### config.mk
export PLATFORM = sky130hd
export DESIGN_NAME = swk_ctrl
export DESIGN_NICKNAME = d
export VERILOG_FILES = /design/src/design/swk_pkg.sv /design/src/design/swk_ctrl.sv /design/src/design/swk_pend.sv /design/src/design/swk_irq.sv
export SDC_FILE = /design/constraint.sdc
export NUM_CORES = 1
export LEC_CHECK = 0
export BUFFER_PORTS_ARGS = -buffer_cell sky130_fd_sc_hd__clkbuf_2
export CAP_MARGIN = 40
export CORE_MARGIN = 5
export CORE_UTILIZATION = 48
export DETAILED_ROUTE_END_ITERATION = 6
export HOLD_SLACK_MARGIN = 0.08
export PLACE_DENSITY = 0.86
export SYNTH_ARGS = -nofsm -noshare
export SYNTH_HDL_FRONTEND = slang
export SYNTH_SLANG_ARGS = --single-unit
### constraint.sdc
create_clock -name mclk_i -period 2.5 [get_ports mclk_i]
set_input_delay 0.125 -clock mclk_i [delete_from_list [all_inputs] [get_ports mclk_i]]
set_output_delay 0.125 -clock mclk_i [all_outputs]
set_load 0.02 [all_outputs]
### src/design/swk_pkg.sv
// package of the sleep wake-up controller: map, fields, reset values, timing, types
// assumes a single 10 MHz clock and a core that pulses its sleep request once per sleep instruction in the run state
package swk_pkg;
  localparam int SWK_AW = 8;
  localparam int SWK_DW = 32;
  localparam logic [7:0] SWK_OFF_CTRL = 8'h00;
  localparam logic [7:0] SWK_OFF_STAT = 8'h04;
  localparam logic [7:0] SWK_OFF_INT_STAT = 8'h08;
  localparam logic [7:0] SWK_OFF_INT_CLR = 8'h0c;
  localparam logic [7:0] SWK_OFF_INT_EN = 8'h10;
  localparam logic [7:0] SWK_OFF_SRC = 8'h14;
  localparam logic [7:0] SWK_OFF_NOPCNT = 8'h18;
  localparam int SWK_CTRL_GIE_BIT = 0;
  localparam int SWK_CTRL_REARM_BIT = 1;
  localparam int SWK_STAT_TO_BIT = 0;
  localparam int SWK_STAT_PD_BIT = 1;
  localparam int SWK_STAT_SLEEP_BIT = 2;
  localparam int SWK_STAT_PEND_BIT = 3;
  localparam int SWK_EV_NOP = 0;
  localparam int SWK_EV_SLEEP = 1;
  localparam int SWK_EV_WAKE = 2;
  localparam int SWK_EV_W = 3;
  localparam int SWK_NOPCNT_W = 8;
  localparam logic SWK_RST_GIE = 1'b0;
  localparam logic SWK_RST_TO = 1'b1;
  localparam logic SWK_RST_PD = 1'b1;
  localparam logic [SWK_EV_W-1:0] SWK_RST_INT_EN = 3'h0;
  localparam longint SWK_CLK_HZ = 10000000;
  localparam longint SWK_INSN_NS = 400;
  localparam int SWK_INSN_CYC = int'((SWK_INSN_NS * SWK_CLK_HZ + 64'd999999999) / 64'd1000000000);
  typedef enum logic [1:0] {
    SWK_RUN,
    SWK_EXEC,
    SWK_SLEEP,
    SWK_WAKE
  } swk_state_t;
  typedef struct packed {
    swk_state_t st;
    logic [2:0] cnt;
    logic seen;
    logic global_interrupt_enable;
    logic to;
    logic pd;
    logic wdt_clr;
    logic wake;
    logic vec;
    logic res;
    logic nop;
    logic [SWK_NOPCNT_W-1:0] nopcnt;
  } swk_core_t;
  localparam swk_core_t SWK_CORE_RST = '{
    st: SWK_RUN,
    cnt: 3'h0,
    seen: 1'b0,
    global_interrupt_enable: SWK_RST_GIE,
    to: SWK_RST_TO,
    pd: SWK_RST_PD,
    wdt_clr: 1'b0,
    wake: 1'b0,
    vec: 1'b0,
    res: 1'b0,
    nop: 1'b0,
    nopcnt: 8'h00
  };
endpackage : swk_pkg

### src/design/swk_ctrl.sv
// sleep wake-up controller: sleep instruction handling, status bits, apb registers
// assumes the core pulses sleep_req_i once per sleep instruction while running,
// and interrupt enables and flags arrive from peripheral logic on mclk_i
`timescale 1ns/1ns
module swk_ctrl
  import swk_pkg::*;
#(
  parameter int N_SRC = 8
) (
  input wire logic mclk_i,
  input wire logic rst_i,
  input wire logic psel_i,
  input wire logic penable_i,
  input wire logic pwrite_i,
  input wire logic [SWK_AW-1:0] paddr_i,
  input wire logic [SWK_DW-1:0] pwdata_i,
  output logic [SWK_DW-1:0] prdata_o,
  output logic pready_o,
  output logic pslverr_o,
  input wire logic sleep_req_i,
  input wire logic [N_SRC-1:0] int_en_i,
  input wire logic [N_SRC-1:0] int_flag_i,
  output logic sleep_o,
  output logic wdt_clear_o,
  output logic wake_o,
  output logic vector_o,
  output logic resume_o,
  output logic nop_o,
  output logic irq_o
);
  localparam logic [2:0] LAST = 3'(SWK_INSN_CYC - 1);

  swk_core_t r;
  swk_core_t next_r;
  logic pend;
  logic [N_SRC-1:0] hit;
  logic [SWK_EV_W-1:0] ev;
  logic [SWK_EV_W-1:0] istat;
  logic [SWK_EV_W-1:0] ien;
  logic acc;
  logic wr;
  logic wr_ctrl;
  logic wr_clr;
  logic wr_en;
  logic [SWK_DW-1:0] rdata;
  logic unmapped;

  swk_pend #(
    .N(N_SRC)
  ) u_pend (
    .int_en_i(int_en_i),
    .int_flag_i(int_flag_i),
    .hit_o(hit),
    .pend_o(pend)
  );

  swk_irq #(
    .W(SWK_EV_W)
  ) u_irq (
    .mclk_i(mclk_i),
    .rst_i(rst_i),
    .set_i(ev),
    .clr_wr_i(wr_clr),
    .en_wr_i(wr_en),
    .wdata_i(pwdata_i[SWK_EV_W-1:0]),
    .stat_o(istat),
    .en_o(ien),
    .irq_o(irq_o)
  );

  // zero wait states: every access completes in its first access cycle
  assign acc = psel_i & penable_i;
  assign wr = acc & pwrite_i;
  assign wr_ctrl = wr & (paddr_i == SWK_OFF_CTRL);
  assign wr_clr = wr & (paddr_i == SWK_OFF_INT_CLR);
  assign wr_en = wr & (paddr_i == SWK_OFF_INT_EN);

  always_comb begin
    next_r = r;
    ev = '0;
    next_r.wdt_clr = 1'b0;
    next_r.wake = 1'b0;
    next_r.vec = 1'b0;
    next_r.res = 1'b0;
    next_r.nop = 1'b0;
    if (wr_ctrl) begin
      next_r.global_interrupt_enable = pwdata_i[SWK_CTRL_GIE_BIT];
      // rearm only sets; a sleep completing in the same cycle overrides below
      if (pwdata_i[SWK_CTRL_REARM_BIT]) begin
        next_r.to = 1'b1;
        next_r.pd = 1'b1;
      end
    end
    case (r.st)
      SWK_RUN: begin
        if (sleep_req_i) begin
          if (pend) begin
            next_r.nop = 1'b1;
            ev[SWK_EV_NOP] = 1'b1;
            next_r.nopcnt = r.nopcnt + 8'h01;
            // no watchdog clear and no status change on this path
          end else begin
            next_r.st = SWK_EXEC;
            next_r.cnt = 3'h0;
            next_r.seen = 1'b0;
          end
        end
      end
      SWK_EXEC: begin
        next_r.cnt = r.cnt + 3'h1;
        next_r.seen = r.seen | pend;
        if (r.cnt == LAST) begin
          next_r.wdt_clr = 1'b1;
          next_r.to = 1'b1;
          next_r.pd = 1'b0;
          ev[SWK_EV_SLEEP] = 1'b1;
          if (r.seen | pend) begin
            next_r.st = SWK_WAKE;
          end else begin
            next_r.st = SWK_SLEEP;
          end
        end
      end
      SWK_SLEEP: begin
        if (pend) begin
          next_r.st = SWK_WAKE;
        end
      end
      SWK_WAKE: begin
        next_r.wake = 1'b1;
        ev[SWK_EV_WAKE] = 1'b1;
        next_r.vec = r.global_interrupt_enable;
        next_r.res = ~r.global_interrupt_enable;
        next_r.st = SWK_RUN;
      end
      default: begin
        next_r.st = SWK_RUN;
      end
    endcase
  end

  always_ff @(posedge mclk_i or posedge rst_i) begin
    if (rst_i) begin
      r <= SWK_CORE_RST;
    end else begin
      r <= next_r;
    end
  end

  // sleep requests outside the run state are ignored: the core is halted then
  assign sleep_o = (r.st == SWK_SLEEP);
  assign wdt_clear_o = r.wdt_clr;
  assign wake_o = r.wake;
  assign vector_o = r.vec;
  assign resume_o = r.res;
  assign nop_o = r.nop;

  always_comb begin
    rdata = '0;
    unmapped = 1'b0;
    case (paddr_i)
      SWK_OFF_CTRL: begin
        rdata[SWK_CTRL_GIE_BIT] = r.global_interrupt_enable;
      end
      SWK_OFF_STAT: begin
        rdata[SWK_STAT_TO_BIT] = r.to;
        rdata[SWK_STAT_PD_BIT] = r.pd;
        rdata[SWK_STAT_SLEEP_BIT] = sleep_o;
        rdata[SWK_STAT_PEND_BIT] = pend;
      end
      SWK_OFF_INT_STAT: begin
        rdata[SWK_EV_W-1:0] = istat;
      end
      SWK_OFF_INT_CLR: begin
        rdata = '0;
      end
      SWK_OFF_INT_EN: begin
        rdata[SWK_EV_W-1:0] = ien;
      end
      SWK_OFF_SRC: begin
        rdata[N_SRC-1:0] = hit;
      end
      SWK_OFF_NOPCNT: begin
        rdata[SWK_NOPCNT_W-1:0] = r.nopcnt;
      end
      default: begin
        unmapped = 1'b1;
      end
    endcase
  end

  assign prdata_o = acc ? rdata : '0;
  assign pready_o = 1'b1;
  assign pslverr_o = acc & unmapped;
endmodule : swk_ctrl

### src/design/swk_pend.sv
// pending detector: a source counts when its enable and its flag are both set
// assumes enables and flags come from logic on the same clock
`timescale 1ns/1ns
module swk_pend #(
  parameter int N = 8
) (
  input wire logic [N-1:0] int_en_i,
  input wire logic [N-1:0] int_flag_i,
  output logic [N-1:0] hit_o,
  output logic pend_o
);
  genvar i;
  generate
    for (i = 0; i < N; i++) begin : g_src
      assign hit_o[i] = int_en_i[i] & int_flag_i[i];
    end
  endgenerate
  assign pend_o = |hit_o;
endmodule : swk_pend

### src/design/swk_irq.sv
// sticky event flags with enable mask and write-one-to-clear, one level interrupt
// assumes set and clear strobes are single cycles on the same clock
`timescale 1ns/1ns
module swk_irq
  import swk_pkg::*;
#(
  parameter int W = SWK_EV_W
) (
  input wire logic mclk_i,
  input wire logic rst_i,
  input wire logic [W-1:0] set_i,
  input wire logic clr_wr_i,
  input wire logic en_wr_i,
  input wire logic [W-1:0] wdata_i,
  output logic [W-1:0] stat_o,
  output logic [W-1:0] en_o,
  output logic irq_o
);
  typedef struct packed {
    logic [W-1:0] stat;
    logic [W-1:0] en;
  } swk_irq_t;
  swk_irq_t r;
  swk_irq_t next_r;
  always_comb begin
    next_r = r;
    if (en_wr_i) begin
      next_r.en = wdata_i;
    end
    // set wins over a clear in the same cycle
    next_r.stat = (r.stat & ~(clr_wr_i ? wdata_i : '0)) | set_i;
  end
  always_ff @(posedge mclk_i or posedge rst_i) begin
    if (rst_i) begin
      r <= '{stat: '0, en: W'(SWK_RST_INT_EN)};
    end else begin
      r <= next_r;
    end
  end
  assign stat_o = r.stat;
  assign en_o = r.en;
  assign irq_o = |(r.stat & r.en);
endmodule : swk_irq

==> flow_metrics.py <==
metrics = {
    "worst_setup_path": {
        "worstPathCellList": "inv_1 -> ha_1 -> inv_1 -> o311ai_1 -> mux2_1",
        "path_class": "flop to flop",
        "path_max_fanout": 5,
        "critPathSlowestCell": "o311ai_1",
        "critPathMaxStageDelay_ns": 0.47,
        "required_ns": 2.66,
        "critPathCaptureType": "flop",
        "worst_ep_arrival_time_ns": 1.99,
        "cp_common_cell": "inv_1",
        "critPathLaunchType": "flop",
    },
    "yosys": {
        "synth_area_mm2": 0.00182,
        "syn_inst": 192,
        "avgSynthCellArea_um2": 9.48,
        "yosysSeqAreaShare": 0.387,
        "synth_cell_type_count": 47,
        "yosysWarnings": 0,
        "synth_flop_cell": "dfrtp_1",
        "async_reset_ff_frac": 1.00,
        "synth_enable_flop_cells": 0,
        "ys_seq_elements": 28,
    },
    "run": {
        "drv_cap": 0,
    },
    "sta": {
        "clock.fmax_ghz": 0.545,
        "period_share": 0.733,
        "rsz0062_at_grt": "no",
        "finalSetupViolations": 0,
        "setup_tns_ns": 0,
        "final-max-slew-violation-count": 0,
        "relSlewSlack": 0.548,
        "worst_pin_slew_ns": 0.672,
        "clock_skew_ns": 0.00395,
        "min_period_ns": 1.83,
        "hold_viol": 0,
    },
    "finish": {
        "nets": 314,
        "final_layout_size_suffix_gt1_frac": 0.272,
        "final_common_cell": "clkbuf_2",
        "multi_input_area_um2": 962,
        "layout_common_cells": "48 x clkbuf_2, 26 x dfrtp_1, 25 x conb_1",
        "fillers": 325,
        "finish.instance_area_mm2": 0.00211,
        "regArea_um2": 703,
        "insertedDiodeCount": 0,
        "syn2layout_area_growth_pct": 15.8,
    },
    "floorplan": {
        "coreArea_mm2": 0.00366,
        "die_y_um": 71.6,
        "start_util": 0.497,
        "dieArea_mm2": 0.00512,
        "die_w_um": 71.6,
        "io_pins": 103,
        "rows": 22,
    },
    "route": {
        "routed_wl_um": 3960,
        "vias": 1529,
        "drcViolationCount": 0,
        "drt_iter0_markers": 66,
        "drtAntennaViolNets": 0,
        "wl_per_cell_um": 13.6,
        "routed_via_density": 5.25,
        "drt-pass1-iter-count": 4,
    },
    "global_route": {
        "grt_usage": 0.157,
        "antenna_found_initial": 0,
        "grt_pass1_vias": 1499,
        "grt_max_degree": 23,
        "grt_pass1_wl_um": 6580,
        "grt_overflow": 0,
    },
    "clock_tree": {
        "cts.sink_count": 28,
        "clk_latency_ns": 0.27,
        "post-cts-setup-buffers": 0,
        "cts_buffers": 3,
        "cts_resized": 0,
        "ctsHoldBuffers": 2,
        "path_clk_slew_ns": 0.09,
        "root_buffer": "clkbuf_8",
        "htreeDepth": 1,
        "cts_tree": "done",
        "cts_buffer_depth": 2,
    },
    "placement": {
        "dp.final_hpwl_um": 3250,
        "placed_cell_area_mm2": 0.00204,
        "port_buffers": 48,
        "gp_congestion": 0.850,
    },
    "status": {
        "status": "complete, no violations",
    },
    "min_path": {
        "hp-class": "primary input to flop",
    },
    "pwr": {
        "p_total_mw": 1.55,
        "p_leak_nw": 1.04,
        "max-vdd-ir-drop_v": 0.000316,
        "powerDensity_mw_per_mm2": 735,
    },
}
[kinds of logic (layout without fill, tap and decap cells)]
| kind of cell | after synthesis | in the layout | synth area share |
|---|---|---|---|
| other | 2 | 25 | 0.00413 |
| DFF | 28 | 28 | 0.387 |
| AOI/OAI and AO/OA | 34 | 34 | 0.153 |
| buffers and inverters | 39 | 67 | 0.132 |
| and+or+nand+nor | 64 | 64 | 0.176 |
| muxes | 10 | 10 | 0.0591 |
| xor gates and xnor gates | 7 | 7 | 0.0337 |
| adders and majority gates | 8 | 8 | 0.0550 |
[cell usage after synthesis (2+ instances only)]
master | instances | share of area
ha_1 | 8 | 0.055
nand2b_1 | 4 | 0.014
nor2_1 | 13 | 0.027
xor2_1 | 3 | 0.014
o22ai_1 | 2 | 0.0069
dfstp_2 | 2 | 0.029
nand2_1 | 21 | 0.043
xnor2_1 | 4 | 0.019
conb_1 | 2 | 0.0041
and2_1 | 2 | 0.0069
nor2b_1 | 3 | 0.010
mux2_1 | 2 | 0.012
o21ai_0 | 3 | 0.0083
clkbuf_1 | 3 | 0.0062
mux2_2 | 4 | 0.025
buf_4 | 25 | 0.10
a21oi_1 | 5 | 0.014
a221oi_1 | 2 | 0.0096
mux2i_1 | 4 | 0.022
a22oi_2 | 2 | 0.014
nand4_1 | 3 | 0.010
inv_1 | 10 | 0.021
nand3_1 | 7 | 0.019
a21o_1 | 3 | 0.012
nor3_1 | 5 | 0.014
a32oi_1 | 4 | 0.019
dfrtp_1 | 26 | 0.36
[registers in the layout, indices dropped and copies added, names as in the netlist]
name and flops:
u_irq.en_o 3, resume_o 1, wake_o 1, r 17
u_irq.stat_o 3, vector_o 1, nop_o 1, wdt_clear_o 1
[worst max-delay path: cells and delay by family, from the launching register on]
family | cells | cell delay [ns]
flops | 1 | 0.44
buf+inv | 2 | 0.21
fa+ha+maj | 1 | 0.23
compound gates | 1 | 0.47
mux | 1 | 0.37
[through the flow]
stage | hold slack (ns) | std cells | setup slack, ns | utilization
2_1_floorplan | 0.189 | 215 | 0.797 | -
3_3_place_gp | 0.360 | 284 | 0.773 | 0.550
3_5_place_dp | 0.0636 | 285 | 0.676 | 0.558
4_1_cts | 0.114 | 291 | 0.663 | 0.576
5_1_grt | 0.108 | 291 | 0.580 | 0.576
6_report | 0.108 | 291 | 0.667 | 0.576
[per-layer routing]
layer,GRT usage,part of all wire,up-vias
li1,-,-,731
met1,0.180,0.38,713
met2,0.279,0.48,72
met3,0.0379,0.11,13
met4,0.0647,0.026,0
met5,0,0,-
[final cells by class]
type / count / area share
Clock buffer: 4 / 0.0214
Inverter: 11 / 0.0196
Multi-Input combinational cell: 148 / 0.457
Sequential cell: 28 / 0.334
Tap cell: 48 / 0.0285
Timing Repair Buffer: 52 / 0.140
[worst paths after layout]
kind                              from            end  slack (ns)  cells after the start
max                              r[20]          r[21]        0.67                      5
min                        pwdata_i[2]  u_irq.en_o[2]        0.11                      2
max reg2reg                      r[20]          r[21]        0.67                      5
min reg2reg                       r[7]           r[7]        0.47                      1
max in group asynchronous        rst_i          r[13]        1.58                      5
min in group asynchronous        rst_i          r[18]        0.31                      3
[where the power goes]
| group | leakage, nW | internal [mW] | switching [mW] |
|---|---|---|---|
| Combinational | 0.670 | 0.261 | 0.351 |
| Sequential | 0.352 | 0.583 | 0.108 |
| Clock | 0.0228 | 0.114 | 0.132 |
Note: power is estimated with default switching activity, not from simulation.
